===== config.mk =====
export PLATFORM = sky130hd
export DESIGN_NAME = fsp_fifo_read_flags
export DESIGN_NICKNAME = d
export VERILOG_FILES = /design/src/fsp_pkg.sv /design/src/fsp_fifo_read_flags.sv
export VERILOG_INCLUDE_DIRS = /design/src
export SDC_FILE = /design/constraint.sdc
export NUM_CORES = 1
export LEC_CHECK = 0
export ABC_AREA = 1
export BUFFER_PORTS_ARGS = -buffer_cell sky130_fd_sc_hd__buf_2
export CORE_MARGIN = 1
export CORE_UTILIZATION = 30
export DETAILED_ROUTE_END_ITERATION = 7
export GPL_TIMING_DRIVEN = 1
export SLEW_MARGIN = 20
export SYNTH_ARGS = -nofsm -noshare
export SYNTH_HDL_FRONTEND = slang
export SYNTH_SLANG_ARGS = --single-unit

===== constraint.sdc =====
create_clock -name clk_in -period 6.26 [get_ports clk_in]
set_input_delay 0.939 -clock clk_in [delete_from_list [all_inputs] [get_ports clk_in]]
set_output_delay 0.939 -clock clk_in [all_outputs]
set_load 0.02 [all_outputs]

===== src/fsp_map.svh =====
`ifndef FSP_MAP_SVH
`define FSP_MAP_SVH

// register byte offsets
`define FSP_REG_STATUS    8'h00
`define FSP_REG_AE_OFFSET 8'h04
`define FSP_REG_AF_OFFSET 8'h08
`define FSP_REG_IRQ_STAT  8'h0C
`define FSP_REG_IRQ_MASK  8'h10

// status register fields
`define FSP_ST_EMPTY_N    0
`define FSP_ST_AEMPTY_N   1
`define FSP_ST_AFULL_N    2
`define FSP_ST_FULL_N     3
`define FSP_ST_DUAL_WE    4
`define FSP_ST_COUNT_LSB  16

// reset values
`define FSP_AE_OFFSET_RST 7
`define FSP_AF_OFFSET_RST 7
`define FSP_IRQ_MASK_RST  6'h00

// bus answers
`define FSP_RESP_OKAY     2'h0
`define FSP_RESP_SLVERR   2'h2

`endif


===== src/fsp_pkg.sv =====
`default_nettype none
package fsp_pkg;

  // synchronised pin group
  typedef struct packed {
    logic prst_n;
    logic oe_n;
    logic rd_a_n;
    logic rd_b_n;
    logic wr_a_n;
    logic wr_b_ld;
  } fsp_pins_s;

  // sticky event bits, same layout in status and mask
  typedef struct packed {
    logic overflow;
    logic underflow;
    logic full;
    logic afull;
    logic aempty;
    logic empty;
  } fsp_irq_s;

  typedef struct packed {
    logic        awvalid;
    logic [7:0]  awaddr;
    logic        wvalid;
    logic [31:0] wdata;
    logic [3:0]  wstrb;
    logic        bready;
    logic        arvalid;
    logic [7:0]  araddr;
    logic        rready;
  } fsp_axi_req_s;

  typedef struct packed {
    logic        awready;
    logic        wready;
    logic        bvalid;
    logic [1:0]  bresp;
    logic        arready;
    logic        rvalid;
    logic [31:0] rdata;
    logic [1:0]  rresp;
  } fsp_axi_rsp_s;

  function automatic logic [31:0] fsp_merge(input logic [31:0] old_v, input logic [31:0] new_v,
                                            input logic [3:0] strb);
    logic [31:0] res;
    res = old_v;
    for (int i = 0; i < 4; i++)
    begin
      if (strb[i])
        res[i*8 +: 8] = new_v[i*8 +: 8];
    end
    return res;
  endfunction

endpackage
`default_nettype wire


===== src/fsp_fifo_read_flags.sv =====
// Overview of operation
// - both read enables low read one word per edge
// - reads ignored while empty flag low
// - output enable low drives output word
// - output enable high releases output word
// - empty flag low when no words stored
// - empty flag high when words stored, read side
// - almost-empty low within programmed empty offset
// - almost-empty offset defaults to seven
// - almost-empty updated on read clock
// - almost-full low within programmed full offset
// - almost-full offset defaults to seven
// - almost-full updated on write clock
// - full flag low when full, writes ignored
// - full flag high while space remains, write side
// - pointer reset clears pointers and sets flags
// - enabled write stores one word per edge
// - second-enable/load level at reset picks mode
//
// Design decisions made here: the register offsets and the AXI4-Lite register port.
`timescale 1ns/1ps
`include "fsp_map.svh"
`default_nettype none
module fsp_fifo_read_flags
  import fsp_pkg::*;
#(
  parameter int WIDTH = 9,
  parameter int DEPTH = 64
)
(
  // clock and reset
  input  wire logic         clk_in,
  input  wire logic         rst_in,
  // device pins
  input  wire fsp_pins_s    pins_in,
  input  wire logic [WIDTH-1:0] input_word_in,
  output logic [WIDTH-1:0]  output_word_out,
  output logic              output_word_oe_out,
  output logic              empty_flag_n_out,
  output logic              almost_empty_flag_n_out,
  output logic              almost_full_flag_n_out,
  output logic              full_flag_n_out,
  // register bus
  input  wire fsp_axi_req_s axi_req_in,
  output fsp_axi_rsp_s      axi_rsp_out,
  // interrupt
  output logic              irq_out
);

  localparam int AW = $clog2(DEPTH);
  localparam int CW = $clog2(DEPTH + 1);

  if (DEPTH < 8 || (1 << AW) != DEPTH || WIDTH < 1 || WIDTH > 32 || CW > 16)
  begin : g_bad_params
    $error("fsp_fifo_read_flags: DEPTH must be a power of two from 8, WIDTH 1..32");
  end

  typedef struct packed {
    fsp_pins_s        p1;
    fsp_pins_s        p2;
    logic [WIDTH-1:0] d1;
    logic [WIDTH-1:0] d2;
    logic [AW-1:0]    wptr;
    logic [AW-1:0]    rptr;
    logic [CW-1:0]    cnt;
    logic             ef_n;
    logic             ae_n;
    logic             af_n;
    logic             ff_n;
    logic [WIDTH-1:0] q;
    logic             dual_we;
    logic [CW-1:0]    ae_off;
    logic [CW-1:0]    af_off;
    fsp_irq_s         ists;
    fsp_irq_s         imask;
    logic             aw_held;
    logic [7:0]       awaddr;
    logic             w_held;
    logic [31:0]      wdata;
    logic [3:0]       wstrb;
    logic             bvalid;
    logic [1:0]       bresp;
    logic             rvalid;
    logic [31:0]      rdata;
    logic [1:0]       rresp;
  } fsp_state_s;

  localparam logic [CW-1:0] DEPTH_C = CW'(DEPTH);

  fsp_state_s       s_r;
  fsp_state_s       s_nxt;
  logic [WIDTH-1:0] mem_r [DEPTH];
  logic             rd_go;
  logic             wr_go;
  logic             rd_req;
  logic             wr_req;
  logic [CW-1:0]    cnt_nxt;
  fsp_irq_s         ev;
  fsp_irq_s         clr;
  logic             wr_do;
  logic             aw_hs;
  logic             w_hs;
  logic [31:0]      st_word;

  assign axi_rsp_out.awready = !s_r.aw_held && !s_r.bvalid;
  assign axi_rsp_out.wready  = !s_r.w_held && !s_r.bvalid;
  assign axi_rsp_out.bvalid  = s_r.bvalid;
  assign axi_rsp_out.bresp   = s_r.bresp;
  assign axi_rsp_out.arready = !s_r.rvalid;
  assign axi_rsp_out.rvalid  = s_r.rvalid;
  assign axi_rsp_out.rdata   = s_r.rdata;
  assign axi_rsp_out.rresp   = s_r.rresp;

  assign output_word_out         = s_r.q;
  // drive enable for the pad ring, which holds the actual three-state buffer
  assign output_word_oe_out      = !s_r.p2.oe_n;
  assign empty_flag_n_out        = s_r.ef_n;
  assign almost_empty_flag_n_out = s_r.ae_n;
  assign almost_full_flag_n_out  = s_r.af_n;
  assign full_flag_n_out         = s_r.ff_n;
  assign irq_out                 = |(s_r.ists & s_r.imask);

  always_comb
  begin
    s_nxt = s_r;
    // two-stage pin synchronisers
    s_nxt.p1 = pins_in;
    s_nxt.p2 = s_r.p1;
    s_nxt.d1 = input_word_in;
    s_nxt.d2 = s_r.d1;

    // one clock serves both sides, so the pointers need no crossing
    rd_req = !s_r.p2.rd_a_n && !s_r.p2.rd_b_n;
    wr_req = !s_r.p2.wr_a_n && s_r.p2.wr_b_ld;
    rd_go  = rd_req && s_r.ef_n && s_r.p2.prst_n;
    wr_go  = wr_req && s_r.ff_n && s_r.p2.prst_n;

    if (rd_go)
    begin
      s_nxt.q    = mem_r[s_r.rptr];
      s_nxt.rptr = s_r.rptr + AW'(1);
    end
    if (wr_go)
      s_nxt.wptr = s_r.wptr + AW'(1);

    cnt_nxt = s_r.cnt + CW'(wr_go) - CW'(rd_go);
    if (!s_r.p2.prst_n)
    begin
      s_nxt.wptr    = '0;
      s_nxt.rptr    = '0;
      cnt_nxt       = '0;
      s_nxt.dual_we = s_r.p2.wr_b_ld;
    end
    s_nxt.cnt  = cnt_nxt;
    s_nxt.ef_n = cnt_nxt != '0;
    s_nxt.ae_n = cnt_nxt > s_r.ae_off;
    s_nxt.af_n = (DEPTH_C - cnt_nxt) > s_r.af_off;
    s_nxt.ff_n = cnt_nxt != DEPTH_C;
    if (!s_r.p2.prst_n)
    begin
      s_nxt.ae_n = 1'b0;
      s_nxt.af_n = 1'b1;
    end

    // events on entry into each flag state, plus refused writes (overflow) and refused reads (underflow)
    ev.overflow  = wr_req && !s_r.ff_n && s_r.p2.prst_n;
    ev.underflow = rd_req && !s_r.ef_n && s_r.p2.prst_n;
    ev.full      = s_r.ff_n && !s_nxt.ff_n;
    ev.afull     = s_r.af_n && !s_nxt.af_n;
    ev.aempty    = s_r.ae_n && !s_nxt.ae_n;
    ev.empty     = s_r.ef_n && !s_nxt.ef_n;

    // write channel: address and data taken in either order
    aw_hs = axi_req_in.awvalid && !s_r.aw_held && !s_r.bvalid;
    w_hs  = axi_req_in.wvalid && !s_r.w_held && !s_r.bvalid;
    if (aw_hs)
    begin
      s_nxt.aw_held = 1'b1;
      s_nxt.awaddr  = axi_req_in.awaddr;
    end
    if (w_hs)
    begin
      s_nxt.w_held = 1'b1;
      s_nxt.wdata  = axi_req_in.wdata;
      s_nxt.wstrb  = axi_req_in.wstrb;
    end
    wr_do = s_r.aw_held && s_r.w_held && !s_r.bvalid;
    clr   = '0;
    if (wr_do)
    begin
      s_nxt.aw_held = 1'b0;
      s_nxt.w_held  = 1'b0;
      s_nxt.bvalid  = 1'b1;
      s_nxt.bresp   = `FSP_RESP_OKAY;
      case (s_r.awaddr)
        `FSP_REG_STATUS:
          s_nxt.bresp = `FSP_RESP_OKAY;
        `FSP_REG_AE_OFFSET:
          if (!s_r.dual_we)
            s_nxt.ae_off = CW'(fsp_merge(32'(s_r.ae_off), s_r.wdata, s_r.wstrb));
          else
            s_nxt.bresp = `FSP_RESP_SLVERR;
        `FSP_REG_AF_OFFSET:
          if (!s_r.dual_we)
            s_nxt.af_off = CW'(fsp_merge(32'(s_r.af_off), s_r.wdata, s_r.wstrb));
          else
            s_nxt.bresp = `FSP_RESP_SLVERR;
        `FSP_REG_IRQ_STAT:
          clr = s_r.wstrb[0] ? fsp_irq_s'(s_r.wdata[5:0]) : '0;
        `FSP_REG_IRQ_MASK:
          if (s_r.wstrb[0])
            s_nxt.imask = fsp_irq_s'(s_r.wdata[5:0]);
        default:
          s_nxt.bresp = `FSP_RESP_SLVERR;
      endcase
    end
    if (s_r.bvalid && axi_req_in.bready)
      s_nxt.bvalid = 1'b0;
    // a new event wins over a clear in the same cycle
    s_nxt.ists = (s_r.ists & ~clr) | ev;

    // read channel
    st_word = '0;
    st_word[`FSP_ST_EMPTY_N]  = s_r.ef_n;
    st_word[`FSP_ST_AEMPTY_N] = s_r.ae_n;
    st_word[`FSP_ST_AFULL_N]  = s_r.af_n;
    st_word[`FSP_ST_FULL_N]   = s_r.ff_n;
    st_word[`FSP_ST_DUAL_WE]  = s_r.dual_we;
    st_word[`FSP_ST_COUNT_LSB +: CW] = s_r.cnt;
    if (s_r.rvalid && axi_req_in.rready)
      s_nxt.rvalid = 1'b0;
    if (axi_req_in.arvalid && !s_r.rvalid)
    begin
      s_nxt.rvalid = 1'b1;
      s_nxt.rresp  = `FSP_RESP_OKAY;
      case (axi_req_in.araddr)
        `FSP_REG_STATUS:    s_nxt.rdata = st_word;
        `FSP_REG_AE_OFFSET: s_nxt.rdata = 32'(s_r.ae_off);
        `FSP_REG_AF_OFFSET: s_nxt.rdata = 32'(s_r.af_off);
        `FSP_REG_IRQ_STAT:  s_nxt.rdata = 32'(s_r.ists);
        `FSP_REG_IRQ_MASK:  s_nxt.rdata = 32'(s_r.imask);
        default:
        begin
          s_nxt.rdata = '0;
          s_nxt.rresp = `FSP_RESP_SLVERR;
        end
      endcase
    end
  end

  always_ff @(posedge clk_in)
  begin
    if (rst_in)
    begin
      s_r         <= '0;
      s_r.p1      <= '1;
      s_r.p2      <= '1;
      s_r.af_n    <= 1'b1;
      s_r.ff_n    <= 1'b1;
      s_r.dual_we <= 1'b1;
      s_r.ae_off  <= CW'(`FSP_AE_OFFSET_RST);
      s_r.af_off  <= CW'(`FSP_AF_OFFSET_RST);
      s_r.imask   <= fsp_irq_s'(`FSP_IRQ_MASK_RST);
    end
    else
      s_r <= s_nxt;
  end

  // storage array, written only while the full flag allows it
  always_ff @(posedge clk_in)
  begin
    if (wr_go)
      mem_r[s_r.wptr] <= s_r.d2;
  end
endmodule
`default_nettype wire


After elaboration in Yosys (flattened, before gate mapping)
Memory sizes are Yosys's and may differ from the RTL's. A register that Yosys moved wholly into a read port is not among the register bits.
Cells that the tools add are included.

storage, ports and cells
  bits in registers = 136
  latch bits = 0
  memory bits (writable) = 576
  memory bits (read-only) = 0
  input port bits = 74
  output and inout port bits = 56
  logic and storage cells = 135
  memories = 1

memory list
  memory  words  width  read ports  clocked after memory_dff  wr ports  line                       source
  mem_r   64     9      1           1                         1         fsp_fifo_read_flags.sv:92  logic [WIDTH-1:0] mem_r [DEPTH];

cells by class
  add/sub/neg operators = 5
  $mul = 0
  div/mod/pow operators = 0
  magnitude comparators = 2
  equality and inequality tests = 9
  shifts and indexed selects = 0
  multiplexer cells = 13
  bitwise gates (word level) = 6
  reductions and logical operators = 53

operators with widths
  operator                                                               number
  23-bit case mux with 5 select lines                                    1
  35-bit two-way mux                                                     1
  8-bit by 4-bit equality test with 1-bit output, second input constant  4
  1-bit logical AND                                                      25
  6-bit two-way mux                                                      3
  8-bit by 3-bit equality test with 1-bit output, second input constant  2
  8-bit by 5-bit equality test with 1-bit output, second input constant  2
  8-bit logical NOT                                                      2
  7-bit greater-than comparator                                          2
  1-bit logical NOT                                                      14
  6-bit by 1-bit adder with 6-bit output, second input constant          2
  6-bit bitwise AND                                                      2
  4-bit AND reduction                                                    2
  2-bit OR reduction                                                     4
  7-bit by 1-bit adder with 7-bit output                                 1
  7-bit two-way mux                                                      1
  7-bit inequality test, second input constant                           1
  7-bit nonzero test                                                     1
  7-bit by 1-bit subtractor with 7-bit output                            1
  7-bit subtractor, first input constant                                 1
  2-bit two-way mux                                                      3
  6-bit NOT                                                              1
  6-bit OR                                                               1
  6-bit OR reduction                                                     1
  other kinds (7)                                                        10

Depth between registers and ports, before layout
Gate-level depths: netlist of run 1.

  depth after elaboration = 13
  mapped depth = 25
  mapped depth without buffers = 24

Worst setup path before layout of run 1
Ideal clock, no wire load.

  path kind = register to register
  start = register s_r (netlist bit empty_flag_n_out)
  end = register s_r[92] (netlist name)
  library setup time = 130 ps
  data arrival time = 3735 ps
  data required time = 6130 ps
  setup slack = 2396 ps
  stages on the path, launching flop included = 23
  buffers on the path = 1
  cell sequence = dfxtp_1 nand4_1 inv_1 clkbuf_1 ha_1 inv_1 ha_1 fa_1 nand2_1 ha_1 inv_1 nor2_1 nand2_1 nor2_1 and2_2 xor2_1 ha_1 nand2_1 o21a_1 a22oi_1 inv_1 nand3_1 a21oi_1

on the way
  word-level cells in the longest chain between the ends = 10

ends and longest elaborated chain
  element                                      line                        source
  start, declared                              fsp_fifo_read_flags.sv:90   fsp_state_s s_r;
  start signal, assigned                       fsp_fifo_read_flags.sv:266  s_r <= s_nxt;
  1-bit logical AND (2 in series)              fsp_fifo_read_flags.sv:135  rd_go = rd_req && s_r.ef_n && s_r.p2.prst_n;
  named net rd_go                              fsp_fifo_read_flags.sv:93   logic rd_go;
  7-bit by 1-bit subtractor with 7-bit output  fsp_fifo_read_flags.sv:146  cnt_nxt = s_r.cnt + CW'(wr_go) - CW'(rd_go);
  7-bit two-way mux                            fsp_fifo_read_flags.sv:147  if (!s_r.p2.prst_n)
  7-bit subtractor                             fsp_fifo_read_flags.sv:157  s_nxt.af_n = (DEPTH_C - cnt_nxt) > s_r.af_off;
  7-bit greater-than comparator                fsp_fifo_read_flags.sv:157
  2-bit two-way mux                            fsp_fifo_read_flags.sv:159  if (!s_r.p2.prst_n)
  1-bit logical NOT                            fsp_fifo_read_flags.sv:169  ev.afull = s_r.af_n && !s_nxt.af_n;
  1-bit logical AND                            fsp_fifo_read_flags.sv:169
  6-bit OR                                     fsp_fifo_read_flags.sv:220  s_nxt.ists = (s_r.ists & ~clr) | ev;

The timed path passes the listed nets, and every way through them passes these cells.
A chain may end at the register's enable or synchronous reset.

Worst setup path in the final report of run 1
  start = register s_r[166] (netlist name)
  end = register s_r[92] (netlist name)

on the way
  word-level cells in the longest chain between the ends = 10
  elaborated cells on any way between the ends = 11

ends and longest elaborated chain
  element                                      line                        source
  1-bit logical AND                            fsp_fifo_read_flags.sv:136  wr_go = wr_req && s_r.ff_n && s_r.p2.prst_n;
  7-bit by 1-bit adder with 7-bit output       fsp_fifo_read_flags.sv:146
  7-bit by 1-bit subtractor with 7-bit output  fsp_fifo_read_flags.sv:146
  7-bit two-way mux                            fsp_fifo_read_flags.sv:147
  7-bit subtractor                             fsp_fifo_read_flags.sv:157
  7-bit greater-than comparator                fsp_fifo_read_flags.sv:157
  2-bit two-way mux (*)                        fsp_fifo_read_flags.sv:159
  1-bit logical NOT (*)                        fsp_fifo_read_flags.sv:169
  1-bit logical AND (*)                        fsp_fifo_read_flags.sv:169
  6-bit OR (*)                                 fsp_fifo_read_flags.sv:220

Every way passes the cells marked *; elsewhere a longest branch is shown, timed or not.

==> results_dict.tcl, run 1 <==
set metrics [dict create \
    syn_avg_cell_area_um2 10.1 \
    seq_area_um2 19800 \
    maxSlewViolCount 0 \
    min_period_over_period_pct 71.4 \
    setup_viol 0 \
    routed_wl_um 72600 \
    cts_tree "built" \
    total_power_uw 9990 \
    rows 115 \
    postCtsSetupBuffers 0 \
    ys_warn_count 0 \
    worstPathCellList "buf_4 > nand4_1 > inv_1 > buf_4 > ha_1 > inv_1 > ha_1 > fa_1 > nand2_1 > ha_1 > inv_1 > nor2_1 > nand2_1 > nor2_1 > and2_2 > xor2_1 > ha_1 > nand2_1 > o21a_1 > a22oi_1 > inv_1 > nand3_1 > a21oi_1" \
    hp-class "reg2reg" \
    synth_cell_types 38 \
    hpwl_um 41600 \
    clkLatencyLatePin_ps 620 \
    critical_path_arrival_ps 4930 \
    status "complete, no violations" \
    die_area_um2 101000 \
    grt-ovfl-total 0 \
    cts_max_level 3 \
    tightest_slew_ps 1090 \
    vdd_drop_max_mv 0.188 \
    antenna_found_initial 0 \
    post-place-cells 4216 \
    die_h_um 319 \
    fin_worst_skew_ps 26.1 \
    ys_top_cells_by_area "edfxtp_1 (58%), nand2_1 (10%), dfxtp_1 (8.3%)" \
    firstDrtPassIters 5 \
    port_buffers 81 \
    instances_no_fill 4345 \
    drc 0 \
    syn_inst 2990 \
    grt_max_degree 165 \
    multi_input_area_um2 8000 \
    min_from "s_nxt[161]" \
    cts_buffers 71 \
    cts-root-buf "clkbuf_16" \
    track_usage_pct 14.1 \
    start_util_pct 30.4 \
    wl_per_cell_um 16.7 \
    final.setup.tns_ps 0 \
    synth_top_area_share_pct 57.5 \
    final_hold_viol_count 0 \
    p_per_area_nw_per_um2 298 \
    synth_area_leader_cell "edfxtp_1" \
    vias 20100 \
    cp_max_fo 21 \
    hold_slack_ps 394 \
    core_area_um2 98900 \
    fmaxAchievable_mhz 224 \
    grt_pass1_vias 19100 \
    start_kind "register" \
    rsz0062_at_grt "no" \
    n_fill_cell 9792 \
    crit_slowest_cell "fa_1" \
    drive_above_1_share_pct 8.15 \
    clkTransAtPathRegs_ps 60 \
    place.gp.congestion 0.804 \
    startpoint "s_r[166]" \
    viasPerCell 4.63 \
    drtAntennaViolNets 0 \
    grt_pass1_wl_um 112000 \
    syn_area_um2 30100 \
    r2r-start "s_r[166]" \
    cts_hold_buf 0 \
    power_leakage_uw 0.0132 \
    areaGrowthSynthToFinish_pct 11.5 \
    slowest_delay_ps 430 \
    fin_crit_ps 4470 \
    clockBufferDepth 3 \
    critPathCaptureType "register" \
    yosysSeqAreaShare_pct 65.9 \
    cp_data_required_time_ps 6720 \
    ctsResizeCount 0 \
    ys_ff_latch 701 \
    max_slew_margin_pct 27.4 \
    die_width_um 319 \
    clkSinkCount 701 \
    critPathKind "reg2reg" \
    final_nets 3101 \
    drv_cap 0 \
    drt_iter0_drc 1723 \
    pin_count 130 \
]
## cell type report
| cell class | count | area share, % |
|---|---|---|
| well taps | 1287 | 4.80 |
| clock buffers | 101 | 6.09 |
| diodes | 1 | 0.00746 |
| clock inverters | 27 | 0.765 |
| flip-flops and latches | 701 | 59.1 |
| repair buffers | 108 | 1.89 |
| inverters | 306 | 3.46 |
| multi-input cells | 1814 | 23.9 |
## state kept, by name, indices dropped and copies added, names as in the netlist, 9 cells and up
register and count:
mem_r 576, s_r 79, axi_rsp_out 18, s_nxt 15
output_word_out 9
## through the flow
step / cell area, um^2 / setup WS (ps) / utilization, %
floorplan: 30100 / 2400 / -
global placement: 31200 / 1840 / 31.6
detailed placement: 31200 / 1800 / 31.6
CTS: 33500 / 1790 / 33.9
global route: 33500 / 1470 / 33.9
finish: 33500 / 1790 / 33.9
## placed cells by master, fill, tap and decap left out, types with 25 or more instances in the layout
master	n
a21oi_1	104
buf_2	81
buf_4	25
clkbuf_16	74
dfxtp_1	114
edfxtp_1	576
inv_1	297
nand2_1	817
nand3_1	352
nor2_1	293
o21ai_0	115
## worst paths after layout
kind              endpoint  slack (ps)  cells past startpoint
setup / recovery   s_r[92]        1790                     23
hold / removal    s_r[161]         390                      1
setup reg to reg   s_r[92]        1790                     23
hold reg to reg   s_r[161]         390                      1
## Yosys cell counts (all sizes together)
cell / n
a22oi: 1
a22o: 1
clkinv: 3
a21oi: 104
buf: 145
o211ai: 7
nand2: 819
nor3: 19
xor2: 5
or2: 12
clkbuf: 43
ha: 24
nand3b: 1
dfxtp: 125
inv: 303
o21ai: 124
fa: 1
nand4: 10
edfxtp: 576
o21a: 11
nor2: 295
conb: 1
and2: 1
a31oi: 1
o22ai: 2
a211oi: 2
nor4: 1
nand3: 352
a221oi: 1
## worst max-delay path, delay by kind of cell, from the launching register on
kind	cells	cell delay, ps
AOI/OAI and AO/OA	3	420
xor gates and xnor gates	1	80
adders and majority gates	5	1420
and+or+nand+nor	8	1220
DFF	1	310
buffers and inverters	6	860
## report_power, final
group / switching, uW / leakage, uW / internal, uW
clock network: 1780 / 0.00112 / 2440
registers: 45.2 / 0.00632 / 5080
logic: 428 / 0.00577 / 213
## cells by family after synthesis
logic type      share of synthesized area [%]
other cells                            0.0125
simple gates                             20.7
buf+inv                                  7.75
compound gates                           4.44
xor+xnor                                0.146
flops                                    65.9
fa+ha+maj                                1.07
## per-layer routing
| layer | track usage (%) | wire [um] | part of all wire (%) | vias up |
|---|---|---|---|---|
| met5 | 0 | 0 | 0 | - |
| met4 | 4.72 | 2140 | 2.9 | 0 |
| met3 | 2.48 | 4600 | 6.3 | 125 |
| met2 | 22.4 | 33100 | 46 | 589 |
| met1 | 19.5 | 32800 | 45 | 9552 |
| li1 | - | - | - | 9863 |
Note: power is estimated with default switching activity, not from simulation.
==> run 2: changes to the inputs <==
- clock period: 6.26 -> 3.7 ns (I/O delays scaled with it)
==> run 2 against run 1 <==
- first-iteration DRC count rose by 4.2%
- utilization is 0.87 points higher
- register-to-register slack got worse by 1600 ps
- clock skew decreased by 3.1 ps
- critical path depth decreased by 1
- via count increased by 1.6%
- clock power is 77% higher
- power increased by 74%
- setup slack worse by 1600 ps
- count of clock-buffer cells in the layout grew 3
==> results_dict.tcl, run 2 (synthesis gave the netlist of run 1 again) <==
set metrics [dict create \
    vdd_drop_max_mv 0.345 \
    min_from "axi_req_in[10]" \
    drv_cap 0 \
    final.setup.tns_ps 0 \
    fin_crit_ps 3540 \
    cp_max_fo 3 \
    port_buffers 81 \
    p_per_area_nw_per_um2 505 \
    status "complete, no violations" \
    largest_reg_flops 576 \
    most-common-layout-cells "nand2_1 (815), edfxtp_1 (576), nand3_1 (352)" \
    r2r-start "s_r[166]" \
    drc 0 \
    startpoint "s_r[166]" \
    place.gp.congestion 0.855 \
    intPower_uw 13500 \
    cts_hold_buf 0 \
    hpwl_um 45700 \
    cts_buffers 73 \
    cp_data_required_time_ps 4180 \
    tightest_slew_ps 1140 \
    cts-root-buf "clkbuf_16" \
    final_nets 3182 \
    pwr-share-clk_pct 43.0 \
    firstDrtPassIters 7 \
    die_h_um 319 \
    cts_tree "built" \
    drive_above_1_share_pct 10.9 \
    min_period_over_period_pct 95.7 \
    comb_power_share_pct 6.8 \
    drt_iter0_drc 1796 \
    regMostFlops "mem_r" \
    grt_pass1_vias 19400 \
    pin_count 130 \
    n_fill_cell 9829 \
    die_width_um 319 \
    areaGrowthSynthToFinish_pct 14.4 \
    grt-ovfl-total 0 \
    start_util_pct 30.4 \
    fin_worst_skew_ps 23.1 \
    critPathKind "reg2reg" \
    hp-class "in2reg" \
    critical_path_arrival_ps 4020 \
    vias 20500 \
    clkSinkCount 701 \
    power_leakage_uw 0.0137 \
    p_switching_uw 3880 \
    wl_per_cell_um 17.0 \
    fmaxAchievable_mhz 283 \
    switching_share_pct 22.4 \
    core_area_um2 98900 \
    start_kind "register" \
    routed_wl_um 75500 \
    track_usage_pct 14.6 \
    final_hold_viol_count 0 \
    clockBufferDepth 3 \
    critPathCaptureType "register" \
    clkLatencyLatePin_ps 620 \
    drtAntennaViolNets 0 \
    viasPerCell 4.62 \
    antenna_found_initial 0 \
    final_common_cell "nand2_1" \
    rows 115 \
    grt_max_degree 128 \
    setup_viol 0 \
    design_area_um2 34400 \
    die_area_um2 101000 \
    hold_slack_ps 115 \
    clkTransAtPathRegs_ps 60 \
    rsz0062_at_grt "no" \
    grt_pass1_wl_um 116000 \
    maxSlewViolCount 0 \
    power_frac_seq_pct 50.2 \
    diodes 0 \
    max_slew_margin_pct 24.0 \
    dpl_cell_area_um2 31900 \
    cts_max_level 3 \
]
==> run 2: cell types whose count changed in the layout (fill, tap and decap cells not counted), sizes merged <==
| cell | previous run | this run |
|---|---|---|
| clkinv | 21 | 18 |
| buf | 108 | 187 |
| inv | 305 | 306 |
| clkbuf | 101 | 104 |
| diode | 1 | 0 |
| bufinv | 4 | 8 |
| clkinvlp | 3 | 1 |
==> run 2: worst max-delay path, cell delays in order, from the launching register on <==
cell and delay (ps):
dfxtp_2 340, inv_2 50, nor3_4 180, nand2_2 100
ha_4 270, inv_2 40, ha_4 160, fa_2 540
nand2_2 80, ha_4 170, inv_1 50, nor2_1 40
nand2_1 110, nor2_2 60, and2_4 140, xor2_2 150
ha_1 310, nand2_2 90, o21a_1 210, a22oi_2 130
inv_1 70, nand3_1 70, a21oi_1 60
==> run 2: power by group through the flow <==
stage | Clock, uW | Combinational [uW] | Sequential, uW
3_5_place_dp | 0 | 1080 | 8880
3_3_place_gp | 0 | 1070 | 8880
5_1_grt | 7910 | 1330 | 8720
4_1_cts | 7610 | 1090 | 8710
6_report | 7480 | 1180 | 8710
2_1_floorplan | 0 | 754 | 8880
==> run 2: routing by layer <==
metal / GRT usage (%) / share of wire (%) / up-vias / routed length [um]
met5: 0 / 0 / - / 0
met4: 4.75 / 2.9 / 0 / 2220
met3: 3.12 / 6.6 / 144 / 5010
met2: 22.8 / 45 / 606 / 33800
met1: 20.3 / 46 / 9667 / 34400
li1: - / - / 10000 / -
==> run 2: final timing paths <==
path | end | slack (ps) | depth (start not counted)
worst min-delay path | axi_rsp_out[38] | 120 | 2
worst max register to register | s_r[92] | 160 | 22
worst min register to register | s_r[144] | 390 | 2
worst max-delay path | s_r[92] | 160 | 22
==> run 2: repair_timing <==
action                     in CTS  in global routing
buffers inserted                0                  3
gates resized for setup         1                 16
setup endpoints to repair       1                  2
pin swaps                       0                  5
==> run 2: area by class of cell <==
cell class | count | area, um^2 | share of cell area [%]
Tap cell | 1287 | 1610 | 4.68
Inverter | 306 | 1160 | 3.37
Clock buffer | 104 | 2070 | 6.01
Sequential cell | 701 | 19800 | 57.6
Clock inverter | 27 | 352 | 1.02
Timing Repair Buffer | 187 | 1300 | 3.78
Multi-Input combinational cell | 1814 | 8080 | 23.5
==> run 2: stage by stage <==
step           setup WS, ps  cells  util, %  total power (uW)
2_1_floorplan          64.7   3009        -              9630
3_3_place_gp           50.6   4292     32.2              9950
3_5_place_dp          -11.6   4292     32.2              9960
4_1_cts                14.3   4423     34.7             17400
5_1_grt                6.52   4426     34.8             18000
6_report                161   4426     34.8             17400
==> run 3: changes to the inputs <==
- ABC_AREA: 1 -> default
==> run 3 against run 2 <==
- routed wire length fell by 15%
- global-route usage down 1.2 points
- utilization rose by 0.26 points
- sequential share of layout area up 3.1 points
- critical path type unchanged
- maximum frequency fell by 3.5%
- highest routed layer is now met5
- count of clock-buffer cells in the layout down 6
- critical path depth shrank 3
- clock power decreased by 5.5%
- register-to-register slack worse by 130 ps
- critical endpoint unchanged
==> results_dict.tcl, run 3 <==
set metrics [dict create \
    status "complete, no violations" \
    setup_viol 0 \
    use_met2_pct 21.1 \
    synth.mux.area_fraction_pct 13.0 \
    areaGrowthSynthToFinish_pct 15.8 \
    die_h_um 309 \
    power_leakage_uw 0.0115 \
    cts_tree "built" \
    hpwl_um 41400 \
    firstDrtPassIters 5 \
    final_common_cell "edfxtp_1" \
    synth-edff-count 576 \
    vdd_drop_max_mv 0.282 \
    core_area_um2 93200 \
    drc 0 \
    clkTransAtPathRegs_ps 60 \
    critPathKind "reg2reg" \
    hold_slack_ps 127 \
    yosys.area_share.simple_pct 6.01 \
    cp_data_required_time_ps 4240 \
    final_hold_viol_count 0 \
    grt-ovfl-total 0 \
    n_fill_cell 8775 \
    total_power_uw 17100 \
    viasPerCell 4.81 \
    wl_per_cell_um 20.2 \
    cts_buffers 71 \
    yosysSeqAreaShare_pct 70.2 \
    cts-root-buf "clkbuf_16" \
    clkLatencyLatePin_ps 620 \
    p_per_area_nw_per_um2 523 \
    synth_area_leader_cell "edfxtp_1" \
    drt_iter0_drc 1277 \
    critPathCaptureType "register" \
    synth_fa_ha_area_share_pct 1.14 \
    synth_cell_types 65 \
    die_area_um2 95300 \
    syn_area_um2 28200 \
    synthArstFlopShare_pct 0 \
    synth_xor_area_share_pct 0.497 \
    synth_commonest_cells "edfxtp_1 (576), nor2_1 (138), dfxtp_1 (125)" \
    synth_most_common_cell "edfxtp_1" \
    grt-busiest-layer "met2" \
    synth-compound-area-share_pct 5.58 \
    most-common-layout-cells "edfxtp_1 (576), nor2_1 (138), mux2i_1 (110), dfxtp_1 (110), buf_4 (101)" \
    fin_crit_ps 3670 \
    start_kind "register" \
    grt_max_degree 77 \
    clockBufferDepth 3 \
    ys_warn_count 0 \
    tightest_slew_ps 1080 \
    diodes 0 \
    synth_top_area_share_pct 61.3 \
    hp-class "in2reg" \
    maxSlewViolCount 0 \
    fmaxAchievable_mhz 273 \
    largest_reg_flops 576 \
    antenna_found_initial 2 \
    rsz0062_at_grt "yes" \
    rows 112 \
    grt_pass1_wl_um 97400 \
    ys_ff_latch 701 \
    ys_top_cells_by_area "edfxtp_1 (61%), dfxtp_1 (8.9%), mux4_2 (8.0%)" \
    use_met3_pct 2.59 \
    design_area_um2 32700 \
    drtAntennaViolNets 0 \
    cp_max_fo 3 \
    vias 15400 \
    max_slew_margin_pct 28.1 \
    regMostFlops "mem_r" \
    fin_worst_skew_ps 23.3 \
    port_buffers 81 \
    syn_avg_cell_area_um2 16.1 \
    final_nets 1985 \
    start_util_pct 30.3 \
    critical_path_arrival_ps 4210 \
    final.setup.tns_ps 0 \
    dpl_cell_area_um2 30300 \
    drv_cap 0 \
    die_width_um 309 \
    routed_wl_um 64500 \
    seq_area_um2 19800 \
    min_period_over_period_pct 99.1 \
    drive_above_1_share_pct 24.0 \
    cts_max_level 3 \
    synthFlopType "edfxtp_1" \
    synth_top_family_by_area "multiplexers" \
    multi_input_area_um2 7580 \
    place.gp.congestion 0.849 \
    globalRouteMet1Util_pct 18.9 \
    syn_inst 1747 \
    grt_pass1_vias 15700 \
    track_usage_pct 13.5 \
    pin_count 130 \
    clkSinkCount 701 \
]
## run 3: cell types whose count changed after synthesis, moves of 22 or more
cell / delta
mux4_2: +100
a22oi_1: +25
nor2_1: -155
mux2i_1: +110
inv_1: -260
nor2b_1: +29
a21oi_1: -37
nand3_1: -334
buf_2: -22
nand2_1: -725
o21ai_0: -91
mux2_2: +28
## run 3: path summary, 6_finish.rpt
kind / from / to / slack [ps] / depth (start not counted)
setup / recovery: s_r[161] / s_r[92] / 30 / 19
hold / removal: axi_req_in[0] / axi_rsp_out[34] / 130 / 2
setup reg to reg: s_r[161] / s_r[92] / 30 / 19
hold reg to reg: s_nxt[165] / s_r[165] / 410 / 1
## run 3: layout make-up
cell class	count	area share, %
clock inverters	31	1.02
multi-input cells	889	23.2
clock buffers	98	6.00
well taps	1254	4.80
repair buffers	186	3.85
flip-flops and latches	701	60.7
inverters	37	0.425
## run 3: per-layer routing
layer / vias to the layer above / part of all wire [%]
li1: 6965 / -
met5: - / 0.020
met2: 472 / 46
met1: 7812 / 45
met4: 2 / 2.5
met3: 107 / 6.1
## run 3: timing repair
item                       in CTS  in global routing
setup endpoints to repair       3                  4
hold buffers                    0                  0
resized for setup               3                 10
pin swaps                       4                  3
buffers inserted                0                  4
## run 3: kinds of logic after synthesis
kind of cell | Yosys count
multiplexers | 238
other | 1
AO/OA/AOI/OAI | 235
buffers and inverters | 176
flip-flops | 701
XOR/XNOR | 16
adder cells (fa/ha/maj) | 25
AND/OR/NAND/NOR | 355
## run 3: where the power goes
part | internal [uW] | leakage, uW | switching (uW)
Sequential | 8580 | 0.00716 | 114
Clock | 4090 | 0.00112 | 2980
Combinational | 641 | 0.00319 | 681
Total | 13300 | 0.0115 | 3780
## run 3: metrics by stage
stage / cells / util, % / worst slack [ps]
floorplan: 1766 / - / -82.0
global placement: 3063 / 32.5 / -55.7
detailed placement: 3063 / 32.5 / -107
CTS: 3192 / 34.9 / 6.91
global route: 3196 / 35.0 / -140
finish: 3196 / 35.0 / 33.0
## run 3: critical path, stage by stage, from the launching register on
cell and delay (ps):
dfxtp_2 350, nand2_4 60, nor3b_4 190, inv_2 80
ha_4 260, inv_2 30, ha_4 150, fa_2 340
a21o_1 200, a211o_1 270, nand3_2 90, inv_2 40
or3_4 330, xnor2_2 140, ha_1 300, and4_1 170
o21a_1 130, o31ai_4 240, a32oi_1 120, nor2_1 100
